`config.mk`:
```
export PLATFORM = sky130hd
export DESIGN_NAME = cbc_top
export DESIGN_NICKNAME = d
export VERILOG_FILES = /design/src/rtl/cbc_pkg.sv /design/src/rtl/cbc_filter.sv /design/src/rtl/cbc_top.sv
export VERILOG_INCLUDE_DIRS = /design/src /design/src/rtl
export SDC_FILE = /design/constraint.sdc
export NUM_CORES = 2
export LEC_CHECK = 0
export BUFFER_PORTS_ARGS = -buffer_cell sky130_fd_sc_hd__buf_2
export CORE_MARGIN = 3
export CORE_UTILIZATION = 36
export DETAILED_ROUTE_END_ITERATION = 8
export HOLD_SLACK_MARGIN = 0.03
export PLACE_DENSITY = 0.61
export SYNTH_ARGS = -nofsm -noshare
export SYNTH_HDL_FRONTEND = slang
export SYNTH_SLANG_ARGS = --single-unit
export TNS_END_PERCENT = 10
```
`constraint.sdc`:
```
create_clock -name clk_i -period 6.2 [get_ports clk_i]
set_input_delay 1.86 -clock clk_i [delete_from_list [all_inputs] [get_ports clk_i]]
set_output_delay 1.86 -clock clk_i [all_outputs]
set_load 0.1 [all_outputs]
```
`src/rtl/cbc_regs.svh`:
```
// constants of the can bridge configuration command interpreter
`ifndef CBC_REGS_SVH
`define CBC_REGS_SVH

// request and response identifiers
`define CBC_RSP_OFS      11'h400
`define CBC_CMD_FWVER    11'h001
`define CBC_CMD_MRESET   11'h002
`define CBC_CMD_SETTMO   11'h003
`define CBC_CMD_GETTMO   11'h004
`define CBC_CMD_SETLSN   11'h005
`define CBC_CMD_GETLSN   11'h006
`define CBC_CH1_GRP      3'h1
`define CBC_CH2_GRP      3'h2
`define CBC_SUB_START    8'h01
`define CBC_SUB_STOP     8'h02
`define CBC_SUB_ALLPASS  8'h04
`define CBC_SUB_S11      8'h11
`define CBC_SUB_G29      8'h14

// result codes
`define CBC_RC_OK        8'h00
`define CBC_RC_PROC      8'h01
`define CBC_RC_PARAM     8'h02
`define CBC_RC_FILT      8'h03
`define CBC_RC_CMD       8'h04
`define CBC_RC_CHAN      8'h05
`define CBC_RC_LEN       8'h06
`define CBC_RC_RTR       8'h07

// request format
`define CBC_REQ_DLC      4'h8
`define CBC_UNUSED_WORD  32'hffffffff

// firmware version bytes, value arbitrary
`define CBC_FW_INT       8'h01
`define CBC_FW_FRAC      8'h00

// wishbone register offsets and fields
`define CBC_OFS_STAT     4'h0
`define CBC_OFS_MASK     4'h4
`define CBC_OFS_CTRL     4'h8
`define CBC_OFS_INFO     4'hc
`define CBC_ST_DONE      0
`define CBC_ST_MRST      1
`define CBC_ST_ARST      2
`define CBC_ST_ERR       3
`define CBC_CTRL_RST     1'b1

// filter table depth per channel
`define CBC_FLT_DEPTH    16

// timing: clock rate and the one second tick of the bus-off timer
`define CBC_CLK_HZ       25000000
`define CBC_TICK_S       1

`endif

```
`src/rtl/cbc_pkg.sv`:
```
// types of the can bridge configuration command interpreter
package cbc_pkg;
    typedef enum logic [1:0] {FT_S11, FT_G11, FT_S29, FT_G29} cbc_ftype_t;
    typedef enum logic [1:0] {ST_IDLE, ST_EXEC, ST_WRHI, ST_RESP} cbc_state_t;
endpackage

```
`src/rtl/cbc_filter.sv`:
```
// white-list id filter table of one channel
`timescale 1ns/1ps
`include "cbc_regs.svh"
module cbc_filter
    import cbc_pkg::*;
(
    // clock and reset
    input  wire logic        clk_i,
    input  wire logic        rst_i,
    // table programming
    input  wire logic        clear_i,
    input  wire logic        wr_i,
    input  cbc_ftype_t       wr_type_i,
    input  wire logic [28:0] wr_lo_i,
    input  wire logic [28:0] wr_hi_i,
    output logic             full_o,
    // identifier check
    input  wire logic        chk_i,
    input  wire logic [28:0] chk_id_i,
    input  wire logic        chk_ext_i,
    output logic             match_o,
    output logic             match_vld_o
);
    cbc_ftype_t  type_mem [`CBC_FLT_DEPTH];
    logic [28:0] lo_mem   [`CBC_FLT_DEPTH];
    logic [28:0] hi_mem   [`CBC_FLT_DEPTH];
    logic [4:0]  cnt_ff;
    logic        hit;

    assign full_o = (cnt_ff == 5'(`CBC_FLT_DEPTH));

    // entry store; an empty table is the all-pass state
    always_ff @(posedge clk_i) begin
        if (rst_i || clear_i) begin
            cnt_ff <= 5'h00;
        end else if (wr_i && !full_o) begin
            type_mem[cnt_ff[3:0]] <= wr_type_i;
            lo_mem[cnt_ff[3:0]]   <= wr_lo_i;
            hi_mem[cnt_ff[3:0]]   <= wr_hi_i;
            cnt_ff                <= cnt_ff + 5'h01;
        end
    end

    // parallel compare against every stored entry
    always_comb begin
        hit = (cnt_ff == 5'h00);
        for (int i = 0; i < `CBC_FLT_DEPTH; i++) begin
            if (5'(i) < cnt_ff && (chk_ext_i == type_mem[i][1])) begin
                if (type_mem[i][0]) begin
                    if (chk_id_i >= lo_mem[i] && chk_id_i <= hi_mem[i]) hit = 1'b1;
                end else if (chk_id_i == lo_mem[i]) begin
                    hit = 1'b1;
                end
            end
        end
    end

    // registered verdict
    always_ff @(posedge clk_i) begin
        if (rst_i) begin
            match_o     <= 1'b0;
            match_vld_o <= 1'b0;
        end else begin
            match_o     <= chk_i & hit;
            match_vld_o <= chk_i;
        end
    end

    property p_empty_pass;
        @(posedge clk_i) disable iff (rst_i)
        (chk_i && cnt_ff == 5'h00) |=> (match_o && match_vld_o);
    endproperty
    a_empty_pass: assert property (p_empty_pass) else $error("empty table blocked an id");
    c_filter_hit: cover property (@(posedge clk_i) disable iff (rst_i)
        chk_i && cnt_ff != 5'h00 && hit);
endmodule // cbc_filter

```
`src/rtl/cbc_top.sv`:
```
// configuration command interpreter of a two-channel can bridge
`timescale 1ns/1ps
`include "cbc_regs.svh"
// Functional notes
// - response id is request id plus 0x400
// - version reply: fraction byte, then integer byte
// - module reset answers result code only
// - 0x003 stores time, answers one byte
// - 0x004 returns stored time, low first
// - nonzero time resets after persistent bus-off
// - per-channel listen-only, no ack, readable
// - words of all ones are ignored, except one alone in a group entry (result 0x02)
// - filter entries form the accept white list
// - empty table passes every identifier
// - module reset only in configuration mode
// - result codes 0x00 to 0x07
module cbc_top
    import cbc_pkg::*;
#(
    parameter int TICK_CYC = `CBC_CLK_HZ * `CBC_TICK_S
)(
    // clock and reset
    input  wire logic        clk_i,
    input  wire logic        rst_i,
    // wishbone slave
    input  wire logic        cyc_i,
    input  wire logic        stb_i,
    input  wire logic        we_i,
    input  wire logic [3:0]  adr_i,
    input  wire logic [3:0]  sel_i,
    input  wire logic [31:0] dat_i,
    output logic [31:0]      dat_o,
    output logic             ack_o,
    output logic             irq_o,
    // request frame from the can controller
    input  wire logic        req_valid_i,
    input  wire logic [10:0] req_id_i,
    input  wire logic [3:0]  req_dlc_i,
    input  wire logic        req_rtr_i,
    input  wire logic [63:0] req_data_i,
    output logic             req_ready_o,
    // response frame to the can controller
    output logic             resp_valid_o,
    output logic [10:0]      resp_id_o,
    output logic [3:0]       resp_dlc_o,
    output logic [63:0]      resp_data_o,
    input  wire logic        resp_ready_i,
    // mode strap pin and channel status from the controllers
    input  wire logic        cfg_mode_i,
    input  wire logic [1:0]  bus_off_i,
    // received identifiers to screen
    input  wire logic [1:0]  rx_vld_i,
    input  wire logic [1:0]  rx_ext_i,
    input  wire logic [28:0] rx_id0_i,
    input  wire logic [28:0] rx_id1_i,
    output logic [1:0]       rx_acc_o,
    output logic [1:0]       rx_acc_vld_o,
    // channel and system control
    output logic [1:0]       listen_only_o,
    output logic             module_reset_o,
    output logic             auto_reset_o
);
    ////////////////////////////////////////////////////////////////////////////
    cbc_state_t  state_ff;
    logic        rdy_ff;
    logic [10:0] rq_id_ff;
    logic [3:0]  rq_dlc_ff;
    logic        rq_rtr_ff;
    logic [63:0] rq_dat_ff;
    logic [15:0] tmo_ff;
    logic [1:0]  lsn_ff;
    logic [1:0]  open_ff;
    logic        mrst_pend_ff;
    logic [1:0]  cfg_sync_ff;
    logic        ctrl_en_ff;
    logic [3:0]  stat_ff;
    logic [3:0]  mask_ff;
    logic [7:0]  last_rc_ff;
    logic        take;
    logic        rsp_done;
    logic        ch_grp;
    logic        ch;
    logic [7:0]  sub;
    logic        is_data;
    cbc_ftype_t  ftype;
    logic        lo_used;
    logic        hi_used;
    logic [1:0]  flt_clr;
    logic [1:0]  flt_wr;
    logic [28:0] flt_lo;
    logic [28:0] flt_hi;
    logic [1:0]  flt_full;

    assign take     = req_valid_i & rdy_ff;
    assign req_ready_o = rdy_ff;
    assign rsp_done = resp_valid_o & resp_ready_i;
    assign ch_grp   = (rq_id_ff[10:8] == `CBC_CH1_GRP) | (rq_id_ff[10:8] == `CBC_CH2_GRP);
    assign ch       = (rq_id_ff[10:8] == `CBC_CH2_GRP);
    assign sub      = rq_id_ff[7:0];
    assign is_data  = ch_grp && sub >= `CBC_SUB_S11 && sub <= `CBC_SUB_G29;
    assign ftype    = cbc_ftype_t'(sub[1:0] - 2'h1);
    assign lo_used  = rq_dat_ff[31:0] != `CBC_UNUSED_WORD;
    assign hi_used  = rq_dat_ff[63:32] != `CBC_UNUSED_WORD;

    ////////////////////////////////////////////////////////////////////////////
    // strap pin crosses in through two flops before use
    always_ff @(posedge clk_i) begin
        if (rst_i) begin
            cfg_sync_ff <= 2'b00;
        end else begin
            cfg_sync_ff <= {cfg_sync_ff[0], cfg_mode_i};
        end
    end

    ////////////////////////////////////////////////////////////////////////////
    // filter table writes; data outside a start/stop session is refused
    always_comb begin
        flt_clr = 2'b00;
        flt_wr  = 2'b00;
        flt_lo  = rq_dat_ff[28:0];
        flt_hi  = rq_dat_ff[60:32];
        if (state_ff == ST_EXEC && ch_grp && !rq_rtr_ff && rq_dlc_ff == `CBC_REQ_DLC) begin
            if (sub == `CBC_SUB_START || sub == `CBC_SUB_ALLPASS) flt_clr[ch] = 1'b1;
            if (is_data && open_ff[ch] && lo_used) begin
                if (!ftype[0]) begin
                    flt_wr[ch] = 1'b1;
                    flt_hi     = rq_dat_ff[28:0];
                end else if (hi_used && rq_dat_ff[31:0] < rq_dat_ff[63:32]) begin
                    flt_wr[ch] = 1'b1;
                end
            end
        end else if (state_ff == ST_WRHI) begin
            flt_wr[ch] = hi_used; // second single id of the same request
            flt_lo     = rq_dat_ff[60:32];
        end
    end

    ////////////////////////////////////////////////////////////////////////////
    // one table per channel
    cbc_filter u_flt0 (
        .clk_i       (clk_i),
        .rst_i       (rst_i),
        .clear_i     (flt_clr[0]),
        .wr_i        (flt_wr[0]),
        .wr_type_i   (ftype),
        .wr_lo_i     (flt_lo),
        .wr_hi_i     (flt_hi),
        .full_o      (flt_full[0]),
        .chk_i       (rx_vld_i[0]),
        .chk_id_i    (rx_id0_i),
        .chk_ext_i   (rx_ext_i[0]),
        .match_o     (rx_acc_o[0]),
        .match_vld_o (rx_acc_vld_o[0])
    );
    cbc_filter u_flt1 (
        .clk_i       (clk_i),
        .rst_i       (rst_i),
        .clear_i     (flt_clr[1]),
        .wr_i        (flt_wr[1]),
        .wr_type_i   (ftype),
        .wr_lo_i     (flt_lo),
        .wr_hi_i     (flt_hi),
        .full_o      (flt_full[1]),
        .chk_i       (rx_vld_i[1]),
        .chk_id_i    (rx_id1_i),
        .chk_ext_i   (rx_ext_i[1]),
        .match_o     (rx_acc_o[1]),
        .match_vld_o (rx_acc_vld_o[1])
    );

    ////////////////////////////////////////////////////////////////////////////
    // command sequencer: take, execute, answer, then accept again
    always_ff @(posedge clk_i) begin
        if (rst_i) begin
            state_ff     <= ST_IDLE;
            rdy_ff       <= 1'b0;
            rq_id_ff     <= 11'h000;
            rq_dlc_ff    <= 4'h0;
            rq_rtr_ff    <= 1'b0;
            rq_dat_ff    <= 64'h0;
            resp_valid_o <= 1'b0;
            resp_id_o    <= 11'h000;
            resp_dlc_o   <= 4'h0;
            resp_data_o  <= 64'h0;
            tmo_ff       <= 16'h0000;
            lsn_ff       <= 2'b00;
            open_ff      <= 2'b00;
            mrst_pend_ff <= 1'b0;
        end else begin
            case (state_ff)
                ST_IDLE: begin
                    rdy_ff <= ctrl_en_ff & ~take;
                    if (take) begin
                        rq_id_ff  <= req_id_i;
                        rq_dlc_ff <= req_dlc_i;
                        rq_rtr_ff <= req_rtr_i;
                        rq_dat_ff <= req_data_i;
                        state_ff  <= ST_EXEC;
                    end
                end
                ST_EXEC: begin
                    resp_id_o   <= rq_id_ff + `CBC_RSP_OFS;
                    resp_dlc_o  <= 4'h1;
                    resp_data_o <= 64'h0;
                    state_ff    <= ST_RESP;
                    if (rq_rtr_ff) begin
                        resp_data_o[7:0] <= `CBC_RC_RTR;
                    end else if (rq_dlc_ff != `CBC_REQ_DLC) begin
                        resp_data_o[7:0] <= `CBC_RC_LEN;
                    end else if (rq_id_ff == `CBC_CMD_FWVER) begin
                        resp_dlc_o        <= 4'h2;
                        resp_data_o[15:0] <= {`CBC_FW_INT, `CBC_FW_FRAC};
                    end else if (rq_id_ff == `CBC_CMD_MRESET) begin
                        if (cfg_sync_ff[1]) begin
                            mrst_pend_ff <= 1'b1;
                        end else begin
                            resp_data_o[7:0] <= `CBC_RC_PROC;
                        end
                    end else if (rq_id_ff == `CBC_CMD_SETTMO) begin
                        tmo_ff <= rq_dat_ff[15:0];
                    end else if (rq_id_ff == `CBC_CMD_GETTMO) begin
                        resp_dlc_o        <= 4'h2;
                        resp_data_o[15:0] <= tmo_ff;
                    end else if (rq_id_ff == `CBC_CMD_SETLSN) begin
                        if (rq_dat_ff[7:0] != 8'h01 && rq_dat_ff[7:0] != 8'h02) begin
                            resp_data_o[7:0] <= `CBC_RC_CHAN;
                        end else if (rq_dat_ff[15:9] != 7'h00) begin
                            resp_data_o[7:0] <= `CBC_RC_PARAM;
                        end else begin
                            lsn_ff[rq_dat_ff[1]] <= rq_dat_ff[8];
                        end
                    end else if (rq_id_ff == `CBC_CMD_GETLSN) begin
                        resp_dlc_o <= 4'h2;
                        if (rq_dat_ff[7:0] == 8'h01 || rq_dat_ff[7:0] == 8'h02) begin
                            resp_data_o[8] <= lsn_ff[rq_dat_ff[1]];
                        end else begin
                            resp_data_o[7:0] <= `CBC_RC_CHAN;
                        end
                    end else if (ch_grp && (sub == `CBC_SUB_START || sub == `CBC_SUB_ALLPASS)) begin
                        open_ff[ch] <= (sub == `CBC_SUB_START);
                    end else if (ch_grp && sub == `CBC_SUB_STOP) begin
                        open_ff[ch] <= 1'b0;
                    end else if (is_data) begin
                        if (!open_ff[ch]) begin
                            resp_data_o[7:0] <= `CBC_RC_PROC;
                        end else if (ftype[0] && lo_used != hi_used) begin
                            resp_data_o[7:0] <= `CBC_RC_PARAM;
                        end else if (ftype[0] && lo_used && rq_dat_ff[31:0] >= rq_dat_ff[63:32]) begin
                            resp_data_o[7:0] <= `CBC_RC_PARAM;
                        end else if ((lo_used || hi_used) && flt_full[ch]) begin
                            resp_data_o[7:0] <= `CBC_RC_FILT;
                        end else if (!ftype[0]) begin
                            state_ff <= ST_WRHI;
                        end
                    end else begin
                        resp_data_o[7:0] <= `CBC_RC_CMD;
                    end
                end
                ST_WRHI: begin
                    state_ff <= ST_RESP;
                    if (hi_used && flt_full[ch]) resp_data_o[7:0] <= `CBC_RC_FILT;
                end
                ST_RESP: begin
                    resp_valid_o <= ~rsp_done;
                    if (rsp_done) begin
                        state_ff     <= ST_IDLE;
                        rdy_ff       <= ctrl_en_ff;
                        mrst_pend_ff <= 1'b0;
                    end
                end
                default: begin
                    state_ff <= ST_IDLE;
                end
            endcase
        end
    end

    // module reset leaves only after its answer is on the wire
    always_ff @(posedge clk_i) begin
        if (rst_i) begin
            module_reset_o <= 1'b0;
            listen_only_o  <= 2'b00;
        end else begin
            module_reset_o <= rsp_done & mrst_pend_ff;
            listen_only_o  <= lsn_ff;
        end
    end

    ////////////////////////////////////////////////////////////////////////////
    // bus-off persistence timer; any gap in bus-off restarts the count
    logic [31:0] tick_cnt_ff;
    logic [15:0] bo_sec_ff;
    logic        bus_off;

    assign bus_off = |bus_off_i;

    always_ff @(posedge clk_i) begin
        if (rst_i || !bus_off) begin
            tick_cnt_ff  <= 32'h0;
            bo_sec_ff    <= 16'h0000;
            auto_reset_o <= 1'b0;
        end else begin
            auto_reset_o <= 1'b0;
            if (tick_cnt_ff == 32'(TICK_CYC - 1)) begin
                tick_cnt_ff <= 32'h0;
                bo_sec_ff   <= bo_sec_ff + 16'h0001;
                if (tmo_ff != 16'h0000 && bo_sec_ff + 16'h0001 == tmo_ff) begin
                    auto_reset_o <= 1'b1;
                    bo_sec_ff    <= 16'h0000;
                end
            end else begin
                tick_cnt_ff <= tick_cnt_ff + 32'h1;
            end
        end
    end

    ////////////////////////////////////////////////////////////////////////////
    // wishbone slave: one wait state, unmapped reads return zero
    logic [3:0] stat_set;
    logic       wb_wr;

    assign wb_wr = cyc_i & stb_i & we_i & ~ack_o & sel_i[0];
    assign stat_set = {rsp_done & (resp_data_o[7:0] != 8'h00) & (resp_dlc_o == 4'h1),
                       auto_reset_o, rsp_done & mrst_pend_ff, rsp_done};

    always_ff @(posedge clk_i) begin
        if (rst_i) begin
            ack_o <= 1'b0;
            dat_o <= 32'h0;
        end else begin
            ack_o <= cyc_i & stb_i & ~ack_o;
            case (adr_i)
                `CBC_OFS_STAT: dat_o <= {28'h0, stat_ff};
                `CBC_OFS_MASK: dat_o <= {28'h0, mask_ff};
                `CBC_OFS_CTRL: dat_o <= {31'h0, ctrl_en_ff};
                `CBC_OFS_INFO: dat_o <= {tmo_ff, last_rc_ff, 3'h0, cfg_sync_ff[1], open_ff, lsn_ff};
                default:       dat_o <= 32'h0;
            endcase
        end
    end

    // sticky events: a new event wins over a write-one clear
    always_ff @(posedge clk_i) begin
        if (rst_i) begin
            stat_ff <= 4'h0;
            irq_o   <= 1'b0;
        end else begin
            stat_ff <= (stat_ff & ~((wb_wr && adr_i == `CBC_OFS_STAT) ? dat_i[3:0] : 4'h0))
                       | stat_set;
            irq_o   <= |(stat_ff & mask_ff);
        end
    end

    // mask, enable and last result code
    always_ff @(posedge clk_i) begin
        if (rst_i) begin
            mask_ff    <= 4'h0;
            ctrl_en_ff <= `CBC_CTRL_RST;
            last_rc_ff <= 8'h00;
        end else begin
            if (wb_wr && adr_i == `CBC_OFS_MASK) mask_ff <= dat_i[3:0];
            if (wb_wr && adr_i == `CBC_OFS_CTRL) ctrl_en_ff <= dat_i[0];
            if (rsp_done) last_rc_ff <= resp_data_o[7:0];
        end
    end

    ////////////////////////////////////////////////////////////////////////////
    // checks
    property p_rsp_id;
        @(posedge clk_i) disable iff (rst_i)
        resp_valid_o |-> resp_id_o == rq_id_ff + `CBC_RSP_OFS;
    endproperty
    a_rsp_id: assert property (p_rsp_id) else $error("response id offset wrong");

    property p_fw;
        @(posedge clk_i) disable iff (rst_i)
        (take && req_id_i == `CBC_CMD_FWVER && req_dlc_i == `CBC_REQ_DLC && !req_rtr_i)
        |-> ##3 resp_valid_o && resp_dlc_o == 4'h2
            && resp_data_o[15:0] == {`CBC_FW_INT, `CBC_FW_FRAC};
    endproperty
    a_fw: assert property (p_fw) else $error("version reply malformed");

    property p_mrst_len;
        @(posedge clk_i) disable iff (rst_i)
        (resp_valid_o && rq_id_ff == `CBC_CMD_MRESET) |-> resp_dlc_o == 4'h1;
    endproperty
    a_mrst_len: assert property (p_mrst_len) else $error("reset reply not one byte");

    property p_settmo;
        @(posedge clk_i) disable iff (rst_i)
        (take && req_id_i == `CBC_CMD_SETTMO && req_dlc_i == `CBC_REQ_DLC && !req_rtr_i)
        |-> ##2 tmo_ff == $past(req_data_i[15:0], 2) && resp_dlc_o == 4'h1;
    endproperty
    a_settmo: assert property (p_settmo) else $error("time not stored");

    property p_gettmo;
        @(posedge clk_i) disable iff (rst_i)
        (resp_valid_o && rq_id_ff == `CBC_CMD_GETTMO && rq_dlc_ff == `CBC_REQ_DLC && !rq_rtr_ff)
        |-> resp_data_o[15:0] == tmo_ff && resp_dlc_o == 4'h2;
    endproperty
    a_gettmo: assert property (p_gettmo) else $error("time readback wrong");

    property p_auto;
        @(posedge clk_i) disable iff (rst_i)
        auto_reset_o |-> tmo_ff != 16'h0000 && $past(bus_off) && bo_sec_ff == 16'h0000;
    endproperty
    a_auto: assert property (p_auto) else $error("auto reset without cause");

    property p_mrst_cfg;
        @(posedge clk_i) disable iff (rst_i)
        module_reset_o |-> $past(mrst_pend_ff) && $past(rsp_done);
    endproperty
    a_mrst_cfg: assert property (p_mrst_cfg) else $error("reset outside config mode");

    property p_one_at_a_time;
        @(posedge clk_i) disable iff (rst_i)
        (state_ff != ST_IDLE) |-> !rdy_ff;
    endproperty
    a_one_at_a_time: assert property (p_one_at_a_time) else $error("request taken while busy");

    property p_rc_range;
        @(posedge clk_i) disable iff (rst_i)
        (resp_valid_o && resp_dlc_o == 4'h1) |-> resp_data_o[7:0] <= `CBC_RC_RTR;
    endproperty
    a_rc_range: assert property (p_rc_range) else $error("result code out of range");

    c_fw_reply:  cover property (@(posedge clk_i) disable iff (rst_i)
        rsp_done && rq_id_ff == `CBC_CMD_FWVER);
    c_auto_rst:  cover property (@(posedge clk_i) disable iff (rst_i) auto_reset_o);
    c_flt_write: cover property (@(posedge clk_i) disable iff (rst_i) |flt_wr);
endmodule // cbc_top

```
==> report_table.html <==
<table>
<tr><th>Metric</th><th>Value</th></tr>
<tr><th colspan="2">Run status</th></tr>
<tr><td>Outcome</td><td>complete, no violations</td></tr>
<tr><th colspan="2">Route</th></tr>
<tr><td>Remaining antenna violation count</td><td>0</td></tr>
<tr><td>Number of DRC violations after detailed routing</td><td>0</td></tr>
<tr><td>Final routed wirelength across all metal layers</td><td>approximately 380000 um</td></tr>
<tr><td>Wire length per cell after detailed routing</td><td>between 20 and 25 um</td></tr>
<tr><td>Drt via density</td><td>between 5 and 6</td></tr>
<tr><td>Number of detailed-route iterations in the first pass</td><td>5</td></tr>
<tr><td>DRT iter0 DRCs</td><td>around 7800</td></tr>
<tr><td>Vias after detailed routing</td><td>between 80000 and 90000</td></tr>
<tr><th colspan="2">Final layout</th></tr>
<tr><td>Fraction of final layout cells with drive strength greater than 1</td><td>0.0959</td></tr>
<tr><td># fillers</td><td>roughly 30000</td></tr>
<tr><td>Sequential cell area</td><td>around 63000 um^2</td></tr>
<tr><td>Final standard cell utilization of the core</td><td>0.415</td></tr>
<tr><td>Number of nets in the layout</td><td>13000</td></tr>
<tr><td>Total area of multi-input combinational cells</td><td>48300 um^2</td></tr>
<tr><td>Layout-stage area growth over the synthesis result</td><td>14.2%</td></tr>
<tr><th colspan="2">Clocking</th></tr>
<tr><td>Number of clock sinks seen by CTS</td><td>2170</td></tr>
<tr><td>Clk Latency, worst-skew pair</td><td>slightly above 0.9 ns</td></tr>
<tr><td>Clock slew seen by the registers of the worst setup and hold paths</td><td>0.06 ns</td></tr>
<tr><td>Buffer depth of the longest clock path</td><td>4</td></tr>
<tr><td>Cell chosen for the clock root</td><td>sky130_fd_sc_hd__clkbuf_16</td></tr>
<tr><td>TritonCTS clock tree</td><td>yes</td></tr>
<tr><td>Number of buffers created by CTS</td><td>between 200 and 250</td></tr>
<tr><td>Resize count post-CTS</td><td>0</td></tr>
<tr><td>Buffers inserted by post-CTS timing repair</td><td>0</td></tr>
<tr><td>Post-cts hold buffer count</td><td>0</td></tr>
<tr><td>Number of H-tree levels</td><td>4</td></tr>
<tr><th colspan="2">Power and ir drop</th></tr>
<tr><td>IR drop worst, VDD</td><td>0.245 mV</td></tr>
<tr><td>Leakage power summed over all cells</td><td>roughly 60 nW</td></tr>
<tr><td>Power Dens Cells</td><td>around 260 nW/um^2</td></tr>
<tr><th colspan="2">STA</th></tr>
<tr><td>Headroom to the max-slew limit</td><td>0.138</td></tr>
<tr><td>Total of endpoints with negative setup slack in the final report</td><td>0</td></tr>
<tr><td>Slew of the pin with the lowest slew margin</td><td>1.28 ns</td></tr>
<tr><td>Ratio of final minimum period to clock period</td><td>0.824</td></tr>
<tr><td>Time the final worst path needs with I/O delays and setup</td><td>around 5 ns</td></tr>
<tr><td>Final setup TNS</td><td>0 ns</td></tr>
<tr><td>Number of failing hold endpoints at the final stage</td><td>0</td></tr>
<tr><td>Clock Skew</td><td>about 0.069 ns</td></tr>
<tr><td>Pins Over Slew Limit</td><td>0</td></tr>
<tr><td>FMAX</td><td>196 MHz</td></tr>
<tr><td>RSZ-0062 raised after global routing</td><td>no</td></tr>
<tr><th colspan="2">Setup path</th></tr>
<tr><td>Type of the worst setup path</td><td>reg2reg</td></tr>
<tr><td>Critical Path End Type</td><td>register</td></tr>
<tr><td>Data arrival time at the worst-slack endpoint</td><td>approximately 5.7 ns</td></tr>
<tr><td>Maximum fanout count along the critical path</td><td>33</td></tr>
<tr><td>Critical Path Source Type</td><td>register</td></tr>
<tr><td>Endpoint required time on the critical path</td><td>around 6.8 ns</td></tr>
<tr><th colspan="2">GRT</th></tr>
<tr><td>Pin count of the biggest net entering global routing</td><td>a little over 60</td></tr>
<tr><td>Overall overflow remaining after global route</td><td>0</td></tr>
<tr><td>Number of antenna violations at the first check in global routing</td><td>27</td></tr>
<tr><td>Combined global-route utilization of all metal layers</td><td>0.219</td></tr>
<tr><td>Global-route wire length before repair</td><td>approximately 530000 um</td></tr>
<tr><td>M1 GR Usage</td><td>0.296</td></tr>
<tr><td>Via count of the first global-routing pass</td><td>76200</td></tr>
<tr><td>Met3 usage in global routing</td><td>0.0292</td></tr>
<tr><td>Global-route layer with the greatest usage</td><td>met2</td></tr>
<tr><td>Met2 routing resource usage after global routing</td><td>0.353</td></tr>
<tr><th colspan="2">Yosys</th></tr>
<tr><td>Post-Synthesis Cells</td><td>between 10000 and 15000</td></tr>
<tr><td>Number of synthesized register bits</td><td>2170</td></tr>
<tr><td>Count of distinct cell types in the synthesized netlist</td><td>96</td></tr>
<tr><td>Most used DFF post-synth</td><td>sky130_fd_sc_hd__edfxtp_1</td></tr>
<tr><td>Fraction of registers with async set or reset after synthesis</td><td>0</td></tr>
<tr><td>Synth Warn #</td><td>0</td></tr>
<tr><td>Portion of the post-synthesis area used by sequential elements</td><td>0.530</td></tr>
<tr><td>Mean instance size in the synthesized netlist</td><td>11.7 um^2</td></tr>
<tr><td>Synth Cell Area</td><td>about 120000 um^2</td></tr>
<tr><td>EDFF count, synth</td><td>1920</td></tr>
<tr><th colspan="2">Placement</th></tr>
<tr><td>Input/output buffers</td><td>230</td></tr>
<tr><td>Half-perimeter wire length after detailed placement</td><td>~260000 um</td></tr>
<tr><td>Final weighted congestion of routability-driven global placement</td><td>around 0.92</td></tr>
<tr><th colspan="2">Floorplan</th></tr>
<tr><td>Die span in y</td><td>579 um</td></tr>
<tr><td>Die Span X</td><td>approximately 580 um</td></tr>
<tr><td>Number of rows created at floorplan</td><td>approximately 210</td></tr>
<tr><td>Count of pins on the block boundary</td><td>roughly 320</td></tr>
<tr><td>Initial core utilization</td><td>0.363</td></tr>
<tr><td>Die outline area</td><td>around 340000 um^2</td></tr>
<tr><td>Core Region</td><td>between 300000 and 400000 um^2</td></tr>
<tr><th colspan="2">Min path</th></tr>
<tr><td>Classification of the worst-slack hold path</td><td>reg2reg</td></tr>
<tr><th colspan="2">Job</th></tr>
<tr><td>Number of max-cap violations</td><td>0</td></tr>
</table>
[Yosys cell counts, types with 30 or more instances]
cell,number,share of area
sky130_fd_sc_hd__a2111oi_0,51,0.0038
sky130_fd_sc_hd__a211oi_1,103,0.0065
sky130_fd_sc_hd__a21o_1,328,0.021
sky130_fd_sc_hd__a21oi_1,583,0.025
sky130_fd_sc_hd__a31oi_1,41,0.0022
sky130_fd_sc_hd__and2_1,42,0.0022
sky130_fd_sc_hd__and3_1,41,0.0022
sky130_fd_sc_hd__and4_1,59,0.0044
sky130_fd_sc_hd__buf_4,57,0.0036
sky130_fd_sc_hd__clkbuf_1,65,0.0021
sky130_fd_sc_hd__dfxtp_1,250,0.042
sky130_fd_sc_hd__edfxtp_1,1920,0.49
sky130_fd_sc_hd__ha_1,1908,0.20
sky130_fd_sc_hd__inv_1,1900,0.060
sky130_fd_sc_hd__mux2_2,30,0.0029
sky130_fd_sc_hd__mux2i_1,38,0.0032
sky130_fd_sc_hd__nand2_1,538,0.017
sky130_fd_sc_hd__nand2b_1,46,0.0024
sky130_fd_sc_hd__nand3_1,182,0.0077
sky130_fd_sc_hd__nand4_1,355,0.019
sky130_fd_sc_hd__nor2_1,360,0.011
sky130_fd_sc_hd__nor2b_1,94,0.0050
sky130_fd_sc_hd__nor3_1,77,0.0033
sky130_fd_sc_hd__nor4_1,84,0.0044
sky130_fd_sc_hd__o211ai_1,60,0.0038
sky130_fd_sc_hd__o21a_1,76,0.0048
sky130_fd_sc_hd__o21ai_0,359,0.015
sky130_fd_sc_hd__o31ai_1,36,0.0023
sky130_fd_sc_hd__xnor2_1,40,0.0030
sky130_fd_sc_hd__xor2_1,43,0.0032
[final timing paths]
path	depth (start not counted)	endpoint	slack [ns]	start
hold / removal	1	cfg_sync_ff[1]$_SDFF_PP0_	0.44	cfg_sync_ff[0]$_SDFF_PP0_
hold reg to reg	1	cfg_sync_ff[1]$_SDFF_PP0_	0.44	cfg_sync_ff[0]$_SDFF_PP0_
setup reg to reg	11	u_flt0.hi_mem[3][24]$_DFFE_PP_	1.09	rq_dat_ff[45]$_SDFFE_PP0P_
setup / recovery	11	u_flt0.hi_mem[3][24]$_DFFE_PP_	1.09	rq_dat_ff[45]$_SDFFE_PP0P_
[cell usage in the layout (no fill, tap or decap), drive strengths merged, types with 19 or more instances in the layout]
cell type  Yosys  layout
nor2b         95      95
a22oi         23      23
clkbuf        66     311
a21o         328     328
a211o         25      25
nor3          77      77
a21oi        586     586
mux2i         38      38
ha          1908    1908
conb           1      53
and2          43      43
clkinv         0      80
or4           21      21
a2111oi       51      51
o21a          76      76
o211ai        60      60
bufinv         0      19
buf           79     584
nand3        183     183
inv         1900    1906
nand2        538     538
nand4        356     356
o221ai        20      20
dfxtp        250     250
and3          41      41
edfxtp      1920    1920
o31ai         36      36
a211oi       103     103
xnor2         40      40
nor4          87      87
a31oi         41      41
nor2         361     361
xor2          43      43
and4          60      60
mux2          31      31
nand2b        46      46
o21ai        362     362
[layer usage]
metal,up-vias,wire length [um]
met1,39900,159000
met4,12,17400
met2,2980,170000
met5,-,103
li1,38200,-
met3,641,28200
[report_power, final]
| part | internal [W] | total (W) | switching, W | leakage, nW |
|---|---|---|---|---|
| registers | 0.0165 | 0.0167 | 0.000167 | 19.7 |
| clock network | 0.00795 | 0.0139 | 0.00594 | 3.65 |
| logic | 0.00124 | 0.00505 | 0.00381 | 36.3 |
[worst max-delay path, stage by stage, from the launching register on]
cell	delay, ns
sky130_fd_sc_hd__dfxtp_1	0.40
sky130_fd_sc_hd__inv_1	0.11
sky130_fd_sc_hd__ha_1	0.31
sky130_fd_sc_hd__a21o_1	0.16
sky130_fd_sc_hd__a21o_1	0.17
sky130_fd_sc_hd__a21oi_1	0.45
sky130_fd_sc_hd__o21ai_0	0.36
sky130_fd_sc_hd__o21ai_0	0.45
sky130_fd_sc_hd__a21oi_4	0.27
sky130_fd_sc_hd__nor2_1	0.62
sky130_fd_sc_hd__and4_2	0.83
sky130_fd_sc_hd__buf_4	0.54
[state kept, by name (all words and copies together) (netlist names), 8 cells and up]
register         cells
tick_cnt_ff         32
dat_o               29
u_flt1.type_mem     32
bo_sec_ff           16
resp_id_o           11
u_flt1.hi_mem      464
last_rc_ff           8
resp_data_o         16
u_flt0.lo_mem      464
u_flt1.lo_mem      464
u_flt0.hi_mem      464
rq_dat_ff           64
u_flt0.type_mem     32
rq_id_ff            11
tmo_ff              16
[cell families after synthesis]
| family | Yosys count | share of synthesized area |
|---|---|---|
| and+or+nand+nor | 1959 | 0.0843 |
| buffers and inverters | 2045 | 0.0670 |
| muxes | 70 | 0.00636 |
| other | 1 | 0.0000317 |
| adders and majority gates | 1908 | 0.202 |
| AOI/OAI and AO/OA | 1898 | 0.103 |
| xor gates and xnor gates | 89 | 0.00730 |
| DFF | 2170 | 0.530 |
[cell type report]
cell class	count	area share
sequential	2170	0.464
multi-input combinational	5977	0.358
inverter	1900	0.0528
clock buffer	311	0.0472
tap	4325	0.0401
timing repair buffer	584	0.0301
clock inverter	109	0.00767
antenna	10	0.000185
[per-stage QoR]
step                      cells  cell area, um^2  hold WS, ns  worst slack (ns)  total power, W
after floorplan           10200           118000        0.414              1.72          0.0193
after global placement    15000           128000        0.419             0.829          0.0220
after detailed placement  15000           128000        0.428             0.782          0.0220
after CTS                 15400           135000        0.443              1.21          0.0358
after global routing      15400           135000        0.462             0.826          0.0367
final                     15400           135000        0.441              1.09          0.0356
Power figures use the tool's default switching activity.
